[config.mk]
export PLATFORM = sky130hd
export DESIGN_NAME = rtcfg_top
export DESIGN_NICKNAME = d
export VERILOG_FILES = /design/src/include/rtcfg_pkg.sv /design/src/logic/rtcfg_rate_det.sv /design/src/logic/rtcfg_sync.sv /design/src/logic/rtcfg_top.sv
export SDC_FILE = /design/constraint.sdc
export NUM_CORES = 1
export LEC_CHECK = 0
export BUFFER_PORTS_ARGS = -buffer_cell sky130_fd_sc_hd__buf_2
export CORE_ASPECT_RATIO = 0.7
export CORE_UTILIZATION = 62
export CTS_CLUSTER_DIAMETER = 200
export DETAILED_ROUTE_END_ITERATION = 6
export PLACE_DENSITY = 0.84
export SLEW_MARGIN = 20
export SYNTH_ARGS = -nofsm -noshare
export SYNTH_HDL_FRONTEND = slang
export SYNTH_SLANG_ARGS = --single-unit
[constraint.sdc]
create_clock -name mclk -period 3.63 [get_ports mclk]
set_input_delay 0.5445 -clock mclk [delete_from_list [all_inputs] [get_ports mclk]]
set_output_delay 0.5445 -clock mclk [all_outputs]
set_load 0.02 [all_outputs]
[src/include/rtcfg_pkg.sv]
`default_nettype none
package rtcfg_pkg;

  // ****************************************************************
  // Register offsets on the local serial register port
  // ****************************************************************
  localparam logic [7:0] REG_EQ_MODE = 8'h0A; // equalizer_mode_control
  localparam logic [7:0] REG_TERM    = 8'h0B; // termination_control
  localparam logic [7:0] REG_EMPH    = 8'h0C; // output_emphasis_control
  localparam logic [7:0] REG_GAIN    = 8'h0D; // fixed_equalizer_gain
  localparam logic [7:0] REG_STATUS  = 8'h0E; // read-only live state

  // ****************************************************************
  // Reset values
  // ****************************************************************
  localparam logic [7:0] RST_EQ_MODE = 8'h21; // Adaptive allowed, crossover
  localparam logic [7:0] RST_TERM    = 8'h00; // Strap termination, audio on
  localparam logic [7:0] RST_EMPH    = 8'h00; // Strap de-emphasis, full swing
  localparam logic [7:0] RST_GAIN    = 8'h00;

  // ****************************************************************
  // Field positions
  // ****************************************************************
  localparam int FMODE_LO     = 0; // function_mode_field
  localparam int FMODE_HI     = 1;
  localparam int SIGDET_BIT   = 3; // Signal detect enable
  localparam int ACQ_OFF_BIT  = 4; // Drivers off during lock acquisition
  localparam int EQ_ADAPT_BIT = 5; // 1: strap decides, 0: fixed code
  localparam int ARC_OFF_BIT  = 0; // Audio return output disable
  localparam int TERM_LO      = 3;
  localparam int TERM_HI      = 4;
  localparam int DEEMPH_LO    = 0;
  localparam int DEEMPH_HI    = 1;
  localparam int DEEMPH_REG   = 2; // 1: de-emphasis from register
  localparam int SWING_LO     = 5;
  localparam int SWING_HI     = 7;
  localparam int GAIN_LO      = 1;
  localparam int GAIN_HI      = 5;

  // ****************************************************************
  // Encodings
  // ****************************************************************
  typedef enum logic [1:0] {FM_REDRIVER = 2'b00, FM_CROSSOVER = 2'b01,
                            FM_RETIMER = 2'b10, FM_RETIMER_B = 2'b11} rtcfg_fmode_t;
  typedef enum logic [1:0] {BAND_SLOW = 2'b00, BAND_LOW = 2'b01,
                            BAND_MID = 2'b10, BAND_HIGH = 2'b11} rtcfg_band_t;
  typedef enum logic [1:0] {TERM_STRAP = 2'b00, TERM_NONE = 2'b01,
                            TERM_WIDE = 2'b10, TERM_NARROW = 2'b11} rtcfg_term_t;
  localparam logic [1:0] DEEMPH_0DB  = 2'h0;
  localparam logic [1:0] DEEMPH_2DB  = 2'h1;
  localparam logic [2:0] SWING_RAISE = 3'h3;
  localparam logic [4:0] EQ_7P5DB    = 5'h0F;
  localparam logic [4:0] EQ_14DB     = 5'h1C;
  localparam logic [4:0] EQ_AD_SLOW  = 5'h06;
  localparam logic [4:0] EQ_AD_LOW   = 5'h0A;
  localparam logic [4:0] EQ_AD_MID   = 5'h0F;
  localparam logic [4:0] EQ_AD_HIGH  = 5'h18;

  // ****************************************************************
  // Timing
  // ****************************************************************
  localparam int CLK_MHZ      = 20;
  localparam int CLK_KHZ      = 20000;
  localparam int WIN_TIME_US  = 10;  // Rate measurement window
  localparam int WIN_CYC      = WIN_TIME_US * CLK_MHZ;
  localparam int LOCK_TIME_MS = 7;   // Frequency detect plus lock
  localparam int CROSS_MHZ    = 100; // Pixel clock at 1 Gbps
  localparam int MID_MHZ      = 200; // Pixel clock at 2 Gbps
  localparam int HIGH_MHZ     = 340; // Pixel clock at 3.4 Gbps

endpackage
`default_nettype wire

[src/logic/rtcfg_rate_det.sv]
`timescale 1ns/1ps
`default_nettype none
module rtcfg_rate_det #(
  parameter int WIN_CYC    = rtcfg_pkg::WIN_CYC,
  parameter int SLOW_EDGES = rtcfg_pkg::CROSS_MHZ * rtcfg_pkg::WIN_TIME_US,
  parameter int MID_EDGES  = rtcfg_pkg::MID_MHZ * rtcfg_pkg::WIN_TIME_US,
  parameter int HIGH_EDGES = rtcfg_pkg::HIGH_MHZ * rtcfg_pkg::WIN_TIME_US,
  parameter int MIN_EDGES  = 1,
  parameter int CNT_W      = 16
) (
  input  wire logic                  mclk,
  input  wire logic                  rst,
  input  wire logic                  link_clk_s,
  output rtcfg_pkg::rtcfg_band_t     band,
  output logic                       clk_valid,
  output logic                       band_chg
);

  logic                   clk_d_q;
  logic [CNT_W-1:0]       win_q;
  logic [CNT_W-1:0]       edges_q;
  logic                   win_end;
  logic                   rise;
  rtcfg_pkg::rtcfg_band_t band_new;
  logic                   valid_new;

  // Classify edges per window into data-rate bands
  function automatic rtcfg_pkg::rtcfg_band_t classify(input logic [CNT_W-1:0] n);
    if (n >= CNT_W'(HIGH_EDGES))
      classify = rtcfg_pkg::BAND_HIGH;
    else if (n >= CNT_W'(MID_EDGES))
      classify = rtcfg_pkg::BAND_MID;
    else if (n >= CNT_W'(SLOW_EDGES))
      classify = rtcfg_pkg::BAND_LOW;
    else
      classify = rtcfg_pkg::BAND_SLOW;
  endfunction

  assign rise      = link_clk_s & ~clk_d_q;
  assign win_end   = (win_q == CNT_W'(WIN_CYC - 1));
  assign band_new  = classify(edges_q);
  assign valid_new = (edges_q >= CNT_W'(MIN_EDGES));

  // Window and edge counting
  always_ff @(posedge mclk) begin
    if (rst) begin
      clk_d_q <= 1'b0;
      win_q   <= '0;
      edges_q <= '0;
    end else begin
      clk_d_q <= link_clk_s;
      win_q   <= win_end ? '0 : win_q + 1'b1;
      edges_q <= win_end ? '0 : edges_q + {{(CNT_W-1){1'b0}}, rise};
    end
  end

  // Result latch and change pulse at each window end
  always_ff @(posedge mclk) begin
    if (rst) begin
      band      <= rtcfg_pkg::BAND_SLOW;
      clk_valid <= 1'b0;
      band_chg  <= 1'b0;
    end else begin
      band_chg <= win_end && ((band_new != band) || (valid_new != clk_valid));
      if (win_end) begin
        band      <= band_new;
        clk_valid <= valid_new;
      end
    end
  end

  // Results move only at a window end
  band_window_a: assert property (@(posedge mclk) disable iff (rst)
    !$past(win_end) |-> $stable(band)) else $error("rate band moved mid window");

endmodule
`default_nettype wire

[src/logic/rtcfg_sync.sv]
`timescale 1ns/1ps
`default_nettype none
module rtcfg_sync #(
  parameter int WIDTH = 1
) (
  input  wire logic             mclk,
  input  wire logic             rst,
  input  wire logic [WIDTH-1:0] d,
  output logic      [WIDTH-1:0] q
);

  logic [WIDTH-1:0] meta_q;

  // Two-stage synchroniser, first stage feeds only the second
  always_ff @(posedge mclk) begin
    if (rst) begin
      meta_q <= '0;
      q      <= '0;
    end else begin
      meta_q <= d;
      q      <= meta_q;
    end
  end

endmodule
`default_nettype wire

[src/logic/rtcfg_top.sv]
// Contract
// - Driven-high equalizer strap fixes gain at 14 dB; driven low fixes 7.5 dB.
// - Floating equalizer strap gives adaptive gain, in retimer mode only.
// - Adaptive is default; fixed versus adaptive also chosen by control bit 5.
// - Fixed gain code field selects the gain used on all lanes.
// - Detection on and no valid clock: standby, recovery off, pins high impedance.
// - Signal detection enabled by strap or register; off by default.
// - Audio return input forwarded to output; register can disable; on by default.
// - Termination strap high gives no termination; low gives 75-150 ohm.
// - Open termination strap picks termination from detected data rate band.
// - Termination register field overrides the strap choice.
// - Output swing of clock and data lanes reducible by register.
// - Strap mode de-emphasis pin selects 0 dB or -2 dB.
// - Register mode de-emphasis comes from the low two emphasis bits.
// - Swing 011 with de-emphasis 01 gives the pre-emphasis setting.
// - De-emphasis applies in retimer mode only.
// - Crossover default: retimer above about 100 MHz pixel clock, redriver below.
// - Rate change starts about 7 ms lock period while retimer active (redriver leaves at once); drivers on, or off if set.
// - Retimer path covers about 1 to 6 Gbps.
// - Three configurations: redriver full range, crossover, retimer full range.
// - Function mode 00 forces redriver across the whole range.
`timescale 1ns/1ps
`default_nettype none
module rtcfg_top #(
  parameter int LOCK_CYC   = rtcfg_pkg::LOCK_TIME_MS * rtcfg_pkg::CLK_KHZ,
  parameter int WIN_CYC    = rtcfg_pkg::WIN_CYC,
  parameter int SLOW_EDGES = rtcfg_pkg::CROSS_MHZ * rtcfg_pkg::WIN_TIME_US,
  parameter int MID_EDGES  = rtcfg_pkg::MID_MHZ * rtcfg_pkg::WIN_TIME_US,
  parameter int HIGH_EDGES = rtcfg_pkg::HIGH_MHZ * rtcfg_pkg::WIN_TIME_US
) (
  input  wire logic        mclk,
  input  wire logic        rst,
  input  wire logic        link_clk,
  input  wire logic        equalizer_select_strap,
  input  wire logic        equalizer_select_strap_open,
  input  wire logic        output_termination_select,
  input  wire logic        output_termination_select_open,
  input  wire logic        deemph_select_strap_low,
  input  wire logic        signal_detect_strap,
  input  wire logic        audio_return_input,
  input  wire logic [7:0]  reg_addr,
  input  wire logic [7:0]  reg_wdata,
  input  wire logic        reg_wr,
  input  wire logic        reg_rd,
  output logic      [7:0]  reg_rdata,
  output logic      [4:0]  eq_gain_code,
  output logic             eq_adaptive,
  output logic             retimer_active,
  output logic             cdr_enable,
  output logic             out_enable,
  output logic             in_hiz,
  output logic             standby,
  output logic             acquiring,
  output logic      [1:0]  term_select,
  output logic      [1:0]  deemph_select,
  output logic      [2:0]  swing_code,
  output logic             pre_emphasis,
  output logic      [1:0]  rate_band,
  output logic             audio_return_output
);

  // ****************************************************************
  // Local types and signals
  // ****************************************************************
  typedef enum logic [1:0] {ST_RUN = 2'b00, ST_ACQ = 2'b01, ST_STANDBY = 2'b10} rtcfg_state_t;

  localparam int LOCK_W = $clog2(LOCK_CYC + 1);

  logic [7:0]             eq_mode_q;
  logic [7:0]             term_q;
  logic [7:0]             emph_q;
  logic [7:0]             gain_q;
  logic [7:0]             sync_q;
  logic                   s_link;
  logic                   s_eq_hi;
  logic                   s_eq_open;
  logic                   s_term_hi;
  logic                   s_term_open;
  logic                   s_deemph_low;
  logic                   s_sigdet;
  logic                   s_audio;
  rtcfg_pkg::rtcfg_band_t band;
  logic                   clk_valid;
  logic                   band_chg;
  rtcfg_state_t           state_q;
  rtcfg_state_t           state_d;
  logic [LOCK_W-1:0]      lock_cnt_q;
  logic                   sig_det_en;
  logic                   standby_req;
  logic                   rt_d;
  logic [4:0]             eq_gain_d;
  logic                   eq_adapt_d;
  logic [1:0]             term_d;
  logic [1:0]             deemph_src;
  logic [1:0]             deemph_d;
  logic [1:0]             fmode;

  // ****************************************************************
  // Input synchronisers and rate detector
  // ****************************************************************
  rtcfg_sync #(
    .WIDTH (8)
  ) u_sync (
    .mclk (mclk),
    .rst  (rst),
    .d    ({link_clk, equalizer_select_strap, equalizer_select_strap_open,
            output_termination_select, output_termination_select_open,
            deemph_select_strap_low, signal_detect_strap, audio_return_input}),
    .q    (sync_q)
  );

  // Unpack the synchronised pins
  assign {s_link, s_eq_hi, s_eq_open, s_term_hi, s_term_open,
          s_deemph_low, s_sigdet, s_audio} = sync_q;

  rtcfg_rate_det #(
    .WIN_CYC    (WIN_CYC),
    .SLOW_EDGES (SLOW_EDGES),
    .MID_EDGES  (MID_EDGES),
    .HIGH_EDGES (HIGH_EDGES)
  ) u_rate (
    .mclk       (mclk),
    .rst        (rst),
    .link_clk_s (s_link),
    .band       (band),
    .clk_valid  (clk_valid),
    .band_chg   (band_chg)
  );

  // ****************************************************************
  // Register file
  // ****************************************************************

  // Adaptive gain per measured band
  function automatic logic [4:0] adapt_gain(input rtcfg_pkg::rtcfg_band_t b);
    case (b)
      rtcfg_pkg::BAND_HIGH: adapt_gain = rtcfg_pkg::EQ_AD_HIGH;
      rtcfg_pkg::BAND_MID:  adapt_gain = rtcfg_pkg::EQ_AD_MID;
      rtcfg_pkg::BAND_LOW:  adapt_gain = rtcfg_pkg::EQ_AD_LOW;
      default:              adapt_gain = rtcfg_pkg::EQ_AD_SLOW;
    endcase
  endfunction

  // Register writes
  always_ff @(posedge mclk) begin
    if (rst) begin
      eq_mode_q <= rtcfg_pkg::RST_EQ_MODE;
      term_q    <= rtcfg_pkg::RST_TERM;
      emph_q    <= rtcfg_pkg::RST_EMPH;
      gain_q    <= rtcfg_pkg::RST_GAIN;
    end else if (reg_wr) begin
      case (reg_addr)
        rtcfg_pkg::REG_EQ_MODE: eq_mode_q <= reg_wdata;
        rtcfg_pkg::REG_TERM:    term_q    <= reg_wdata;
        rtcfg_pkg::REG_EMPH:    emph_q    <= reg_wdata;
        rtcfg_pkg::REG_GAIN:    gain_q    <= reg_wdata;
        default:                ;
      endcase
    end
  end

  // Register reads, unmapped offsets read zero
  always_ff @(posedge mclk) begin
    if (rst) begin
      reg_rdata <= 8'h00;
    end else if (reg_rd) begin
      case (reg_addr)
        rtcfg_pkg::REG_EQ_MODE: reg_rdata <= eq_mode_q;
        rtcfg_pkg::REG_TERM:    reg_rdata <= term_q;
        rtcfg_pkg::REG_EMPH:    reg_rdata <= emph_q;
        rtcfg_pkg::REG_GAIN:    reg_rdata <= gain_q;
        rtcfg_pkg::REG_STATUS:  reg_rdata <= {standby, acquiring, retimer_active, clk_valid,
                                              band, out_enable, cdr_enable};
        default:                reg_rdata <= 8'h00;
      endcase
    end
  end

  // ****************************************************************
  // Standby and lock acquisition sequencing
  // ****************************************************************
  assign fmode       = eq_mode_q[rtcfg_pkg::FMODE_HI:rtcfg_pkg::FMODE_LO];
  assign sig_det_en  = s_sigdet | eq_mode_q[rtcfg_pkg::SIGDET_BIT];
  assign standby_req = sig_det_en & ~clk_valid;

  // Next sequencing state
  always_comb begin
    state_d = state_q;
    case (state_q)
      ST_RUN: begin
        if (standby_req)
          state_d = ST_STANDBY;
        else if (band_chg)
          state_d = ST_ACQ;
      end
      ST_ACQ: begin
        if (standby_req)
          state_d = ST_STANDBY;
        else if (!band_chg && ((lock_cnt_q == '0) || !rt_d))
          state_d = ST_RUN;
      end
      ST_STANDBY: begin
        if (!standby_req)
          state_d = ST_ACQ;
      end
      default: state_d = ST_ACQ;
    endcase
  end

  // State register
  always_ff @(posedge mclk) begin
    if (rst)
      state_q <= ST_ACQ;
    else
      state_q <= state_d;
  end

  // Lock period counter, reloaded on each entry or further change
  always_ff @(posedge mclk) begin
    if (rst)
      lock_cnt_q <= LOCK_W'(LOCK_CYC - 1);
    else if (state_d == ST_ACQ && (state_q != ST_ACQ || band_chg))
      lock_cnt_q <= LOCK_W'(LOCK_CYC - 1);
    else if (state_q == ST_ACQ && lock_cnt_q != '0)
      lock_cnt_q <= lock_cnt_q - 1'b1;
  end

  // ****************************************************************
  // Mode, equalizer, termination and emphasis decisions
  // ****************************************************************
  always_comb begin
    // Operating configuration
    case (fmode)
      rtcfg_pkg::FM_REDRIVER:  rt_d = 1'b0;
      rtcfg_pkg::FM_CROSSOVER: rt_d = (band != rtcfg_pkg::BAND_SLOW);
      default:                 rt_d = 1'b1;
    endcase
    // Receive equalizer
    eq_adapt_d = 1'b0;
    if (!eq_mode_q[rtcfg_pkg::EQ_ADAPT_BIT])
      eq_gain_d = gain_q[rtcfg_pkg::GAIN_HI:rtcfg_pkg::GAIN_LO];
    else if (!s_eq_open)
      eq_gain_d = s_eq_hi ? rtcfg_pkg::EQ_14DB : rtcfg_pkg::EQ_7P5DB;
    else if (rt_d) begin
      eq_gain_d  = adapt_gain(band);
      eq_adapt_d = 1'b1;
    end else
      eq_gain_d = gain_q[rtcfg_pkg::GAIN_HI:rtcfg_pkg::GAIN_LO];
    // Output termination
    case (term_q[rtcfg_pkg::TERM_HI:rtcfg_pkg::TERM_LO])
      rtcfg_pkg::TERM_STRAP: begin
        if (!s_term_open)
          term_d = s_term_hi ? rtcfg_pkg::TERM_NONE : rtcfg_pkg::TERM_NARROW;
        else if (band == rtcfg_pkg::BAND_HIGH)
          term_d = rtcfg_pkg::TERM_NARROW;
        else if (band == rtcfg_pkg::BAND_MID)
          term_d = rtcfg_pkg::TERM_WIDE;
        else
          term_d = rtcfg_pkg::TERM_NONE;
      end
      default: term_d = term_q[rtcfg_pkg::TERM_HI:rtcfg_pkg::TERM_LO];
    endcase
    // De-emphasis source and mode gating
    if (emph_q[rtcfg_pkg::DEEMPH_REG])
      deemph_src = emph_q[rtcfg_pkg::DEEMPH_HI:rtcfg_pkg::DEEMPH_LO];
    else
      deemph_src = s_deemph_low ? rtcfg_pkg::DEEMPH_2DB : rtcfg_pkg::DEEMPH_0DB;
    deemph_d = rt_d ? deemph_src : rtcfg_pkg::DEEMPH_0DB;
  end

  // ****************************************************************
  // Registered outputs
  // ****************************************************************
  always_ff @(posedge mclk) begin
    if (rst) begin
      eq_gain_code   <= rtcfg_pkg::EQ_AD_SLOW;
      eq_adaptive    <= 1'b0;
      retimer_active <= 1'b0;
      cdr_enable     <= 1'b0;
      out_enable     <= 1'b0;
      in_hiz         <= 1'b0;
      standby        <= 1'b0;
      acquiring      <= 1'b0;
      term_select    <= rtcfg_pkg::TERM_NONE;
      deemph_select  <= rtcfg_pkg::DEEMPH_0DB;
      swing_code     <= 3'h0;
      pre_emphasis   <= 1'b0;
      rate_band      <= rtcfg_pkg::BAND_SLOW;
    end else begin
      eq_gain_code   <= eq_gain_d;
      eq_adaptive    <= eq_adapt_d;
      retimer_active <= rt_d;
      cdr_enable     <= rt_d && (state_q != ST_STANDBY);
      out_enable     <= (state_q == ST_RUN) ||
                        (state_q == ST_ACQ && !eq_mode_q[rtcfg_pkg::ACQ_OFF_BIT]);
      in_hiz         <= (state_q == ST_STANDBY);
      standby        <= (state_q == ST_STANDBY);
      acquiring      <= (state_q == ST_ACQ);
      term_select    <= term_d;
      deemph_select  <= deemph_d;
      swing_code     <= emph_q[rtcfg_pkg::SWING_HI:rtcfg_pkg::SWING_LO];
      pre_emphasis   <= rt_d && emph_q[rtcfg_pkg::SWING_HI:rtcfg_pkg::SWING_LO] == rtcfg_pkg::SWING_RAISE
                        && deemph_d == rtcfg_pkg::DEEMPH_2DB;
      rate_band      <= band;
    end
  end

  // Audio return path, gated by the disable bit
  always_ff @(posedge mclk) begin
    if (rst)
      audio_return_output <= 1'b0;
    else
      audio_return_output <= s_audio & ~term_q[rtcfg_pkg::ARC_OFF_BIT];
  end

  // ****************************************************************
  // Checks
  // ****************************************************************
  eq_strap_fixed_a: assert property (@(posedge mclk) disable iff (rst)
    eq_mode_q[rtcfg_pkg::EQ_ADAPT_BIT] && !s_eq_open |=>
      eq_gain_code == ($past(s_eq_hi) ? rtcfg_pkg::EQ_14DB : rtcfg_pkg::EQ_7P5DB))
    else $error("strap gain not applied");
  adapt_retimer_only_a: assert property (@(posedge mclk) disable iff (rst)
    eq_adaptive |-> retimer_active) else $error("adaptive gain outside retimer");
  fixed_code_a: assert property (@(posedge mclk) disable iff (rst)
    !eq_mode_q[rtcfg_pkg::EQ_ADAPT_BIT] |=>
      eq_gain_code == $past(gain_q[rtcfg_pkg::GAIN_HI:rtcfg_pkg::GAIN_LO]))
    else $error("fixed gain code not applied");
  standby_entry_a: assert property (@(posedge mclk) disable iff (rst)
    standby_req [*3] |-> in_hiz && !cdr_enable && !out_enable) else $error("no standby");
  arc_disable_a: assert property (@(posedge mclk) disable iff (rst)
    term_q[rtcfg_pkg::ARC_OFF_BIT] |=> !audio_return_output) else $error("audio not gated");
  term_strap_a: assert property (@(posedge mclk) disable iff (rst)
    term_q[rtcfg_pkg::TERM_HI:rtcfg_pkg::TERM_LO] == rtcfg_pkg::TERM_STRAP && !s_term_open |=>
      term_select == ($past(s_term_hi) ? rtcfg_pkg::TERM_NONE : rtcfg_pkg::TERM_NARROW))
    else $error("strap termination wrong");
  deemph_redriver_a: assert property (@(posedge mclk) disable iff (rst)
    !retimer_active |-> deemph_select == rtcfg_pkg::DEEMPH_0DB) else $error("de-emphasis in redriver");
  redriver_force_a: assert property (@(posedge mclk) disable iff (rst)
    fmode == rtcfg_pkg::FM_REDRIVER |=> !retimer_active) else $error("redriver not forced");
  acq_drivers_off_a: assert property (@(posedge mclk) disable iff (rst)
    state_q == ST_ACQ && eq_mode_q[rtcfg_pkg::ACQ_OFF_BIT] |=> !out_enable)
    else $error("drivers on during acquisition");

endmodule
`default_nettype wire

==> impl_metrics.env <==
export IMPL_status="finished clean"
export IMPL_worst_slew_pin_slew_ps=979
export IMPL_holdBufCountCts=0
export IMPL_root_buffer="clkbuf_16"
export IMPL_reg2reg_slack_ps=1310
export IMPL_core_um2=8480
export IMPL_synth_seq_area_share_pct=49.7
export IMPL_ys_types=52
export IMPL_holdPathStages=2
export IMPL_start_util_pct=64.1
export IMPL_final_common_cell="dfxtp_1"
export IMPL_synth_top_flop_cell="dfxtp_1"
export IMPL_area_delta_synth_final_pct=17.3
export IMPL_drtIter0Drc=393
export IMPL_synth_area_um2=5430
export IMPL_port_buffer_count=58
export IMPL_power_internal_uw=2610
export IMPL_slowest_stage="o21ai_0"
export IMPL_syn_avg_cell_area_um2=9.40
export IMPL_power_density_nw_per_um2=522
export IMPL_async_flop_share_pct=0
export IMPL_synth_nets=611
export IMPL_grt_pass1_vias=3987
export IMPL_clock_skew_ps=6.47
export IMPL_synth_xor_area_share_pct=7.25
export IMPL_max_stage_delay_ps=520
export IMPL_synth_compound_area_share_pct=6.66
export IMPL_fin_crit_sh_pct=64.0
export IMPL_ctsResizeCount=0
export IMPL_holdPathEnd="u_sync.meta_q[0]$_SDFF_PP0_"
export IMPL_cts_buffers=17
export IMPL_crit_path_end_kind="flop"
export IMPL_cp_depth=6
export IMPL_clk_pin_slew_ps=60
export IMPL_slew_viol_final=0
export IMPL_placed_area_um2=5800
export IMPL_rr_startpoint="lock_cnt_q[10]$_SDFFE_PP0P_"
export IMPL_die_height_um=80.3
export IMPL_final_cell_mix="dfxtp_1 (135), nor2_1 (107), buf_2 (58)"
export IMPL_grt_pass1_wl_um=19200
export IMPL_switching_share_pct=21.5
export IMPL_die_w_um=114
export IMPL_path_class="reg -> reg"
export IMPL_nNetsFinal=666
export IMPL_diodes=0
export IMPL_power_share_clock_pct=49.9
export IMPL_reg2reg_depth=6
export IMPL_startpoint_type="flop"
export IMPL_final_setup_worst_slack_ps=1310
export IMPL_synthSimpleGateAreaFrac_pct=23.7
export IMPL_synthMuxAreaShare_pct=8.84
export IMPL_critical_path_max_fanout=7
export IMPL_rows=28
export IMPL_min_path_type="in -> reg"
export IMPL_slew_headroom_pct=34.6
export IMPL_synth_seq_cells=135
export IMPL_setup_viol=0
export IMPL_hp_start="audio_return_input"
export IMPL_post_cts_buffers=0
export IMPL_drive_gt1_share_pct=16.3
export IMPL_drv_cap=0
export IMPL_critPathMostFrequentCell="nor2_1"
export IMPL_synth_adder_area_share_pct=1.15
export IMPL_gr_total_overflow=0
export IMPL_netlist_instances=578
export IMPL_p_total_uw=3330
export IMPL_grt_max_degree=65
export IMPL_design_area_um2=6370
export IMPL_drt_first_pass_iters=5
export IMPL_timing_fmax_mhz=430
export IMPL_io_pins=59
export IMPL_antenna_found_initial=0
export IMPL_synth_top_family_by_area="simple AND/OR/NAND/NOR gates"
export IMPL_rsz0062_at_grt="no"
export IMPL_drc=0
export IMPL_synth_edff_count=0
export IMPL_p_comb_share_pct=4.3
export IMPL_clk_path_buf_depth=2
export IMPL_fin_crit_ps=2320
export IMPL_cts_tree="done"
export IMPL_dp_slack_ps=1300
export IMPL_cp_top_family="simple AND/OR/NAND/NOR gates"
export IMPL_routed_wirelength_um=11800
export IMPL_hpwl_um=7740
export IMPL_drt_vias_per_instance=5.64
export IMPL_crit_chain="nor4_1, nand4_1, o21ai_0, nor2_1, xnor2_1, nor2_1"
export IMPL_vias=4313
export IMPL_ant_nets=0
export IMPL_seq_power_share_pct=45.8
export IMPL_dieArea_um2=9150
export IMPL_clkLatencyLatePin_ps=410
export IMPL_hold_viol=0
export IMPL_cts_htree_levels=4
export IMPL_reg2reg_to="lock_cnt_q[5]$_SDFFE_PP0P_"
export IMPL_wl_per_cell_um=15.4
export IMPL_cp_data_required_time_ps=3910
export IMPL_path_buf_inv=0
export IMPL_power_switching_uw=715
export IMPL_ys_warn_count=0
export IMPL_totalNegativeSetupSlack_ps=0
export IMPL_grtUsageTotal_pct=27.7
export IMPL_clock_sinks=135
export IMPL_vdd_drop_max_mv=0.421
export IMPL_place_congestion=0.823
export IMPL_power_leakage_uw=0.00260
export IMPL_critPathArrivalTime_ps=2600
routing by layer:
metal | wire (um) | track usage (%) | up-vias
met5 | 0 | 0 | -
met3 | 668 | 7.02 | 25
met2 | 5460 | 44.2 | 145
met1 | 5460 | 36.0 | 2045
li1 | - | - | 2098
met4 | 211 | 11.3 | 0
logic make-up (layout without fill, tap and decap cells):
logic type / after synthesis / in the layout
adder cells (fa/ha/maj): 5 / 5
multiplexers: 48 / 48
buffers and inverters: 36 / 103
AO/OA/AOI/OAI: 54 / 54
flip-flops: 135 / 135
XOR/XNOR: 45 / 45
AND/OR/NAND/NOR: 255 / 255
sequential cells by signal (all words and copies together), names as in the netlist, 2 cells and up:
name,flops
deemph_select,2
emph_q,8
eq_gain_code,5
eq_mode_q,8
gain_q,8
lock_cnt_q,18
rate_band,2
reg_rdata,8
state_q,2
swing_code,3
term_q,8
term_select,2
u_rate.band,2
u_rate.edges_q,16
u_rate.win_q,16
u_sync.meta_q,8
u_sync.q,8
per-stage QoR:
step	hold slack, ps	utilization [%]	cells
after floorplan	414	-	578
after global placement	419	68.4	734
after detailed placement	429	68.4	734
after CTS	331	75.2	765
after global routing	340	75.2	765
final	337	75.2	765
power groups by stage:
stage / Sequential, uW / Combinational [uW] / Clock (uW)
global route: 1530 / 160 / 1740
finish: 1520 / 144 / 1660
detailed placement: 1560 / 140 / 0
global placement: 1550 / 137 / 0
floorplan: 1570 / 80.6 / 0
CTS: 1520 / 143 / 1680
cells in the mapped netlist, types with 5 or more instances:
cell type | n | share of area (%)
buf_2 | 5 | 0.46
dfxtp_1 | 135 | 50
clkbuf_1 | 21 | 1.5
xnor2_1 | 18 | 2.9
a21oi_1 | 15 | 1.4
inv_1 | 9 | 0.62
nor2b_1 | 30 | 3.5
mux2i_1 | 48 | 8.8
ha_1 | 5 | 1.2
o21ai_0 | 8 | 0.74
xor2_1 | 27 | 4.4
nand2_1 | 26 | 1.8
or3_1 | 6 | 0.69
nor3_1 | 20 | 1.8
nand3_1 | 18 | 1.7
o221ai_1 | 8 | 1.3
nor4_1 | 6 | 0.69
nand4_1 | 9 | 1.0
nor2_1 | 107 | 7.4
worst max-delay path by stage:
stage,start,end,slack [ps]
after CTS,lock_cnt_q[10]$_SDFFE_PP0P_,lock_cnt_q[5]$_SDFFE_PP0P_,1290
final,lock_cnt_q[10]$_SDFFE_PP0P_,lock_cnt_q[5]$_SDFFE_PP0P_,1310
after floorplan,reg_addr[5],eq_mode_q[0]$_SDFFE_PP1P_,1530
after global placement,u_rate.edges_q[13]$_SDFF_PP0_,u_rate.band_chg$_SDFF_PP0_,1370
after detailed placement,lock_cnt_q[10]$_SDFFE_PP0P_,lock_cnt_q[5]$_SDFFE_PP0P_,1300
after global routing,lock_cnt_q[10]$_SDFFE_PP0P_,lock_cnt_q[5]$_SDFFE_PP0P_,1050
layout make-up:
class	count	area (um2)
Clock buffer	21	470
Clock inverter	10	103
Fill cell	580	2110
Inverter	9	33.8
Multi-Input combinational cell	407	2580
Sequential cell	135	2700
Tap cell	120	150
Timing Repair Buffer	63	328
Note: power is estimated with default switching activity, not from simulation.
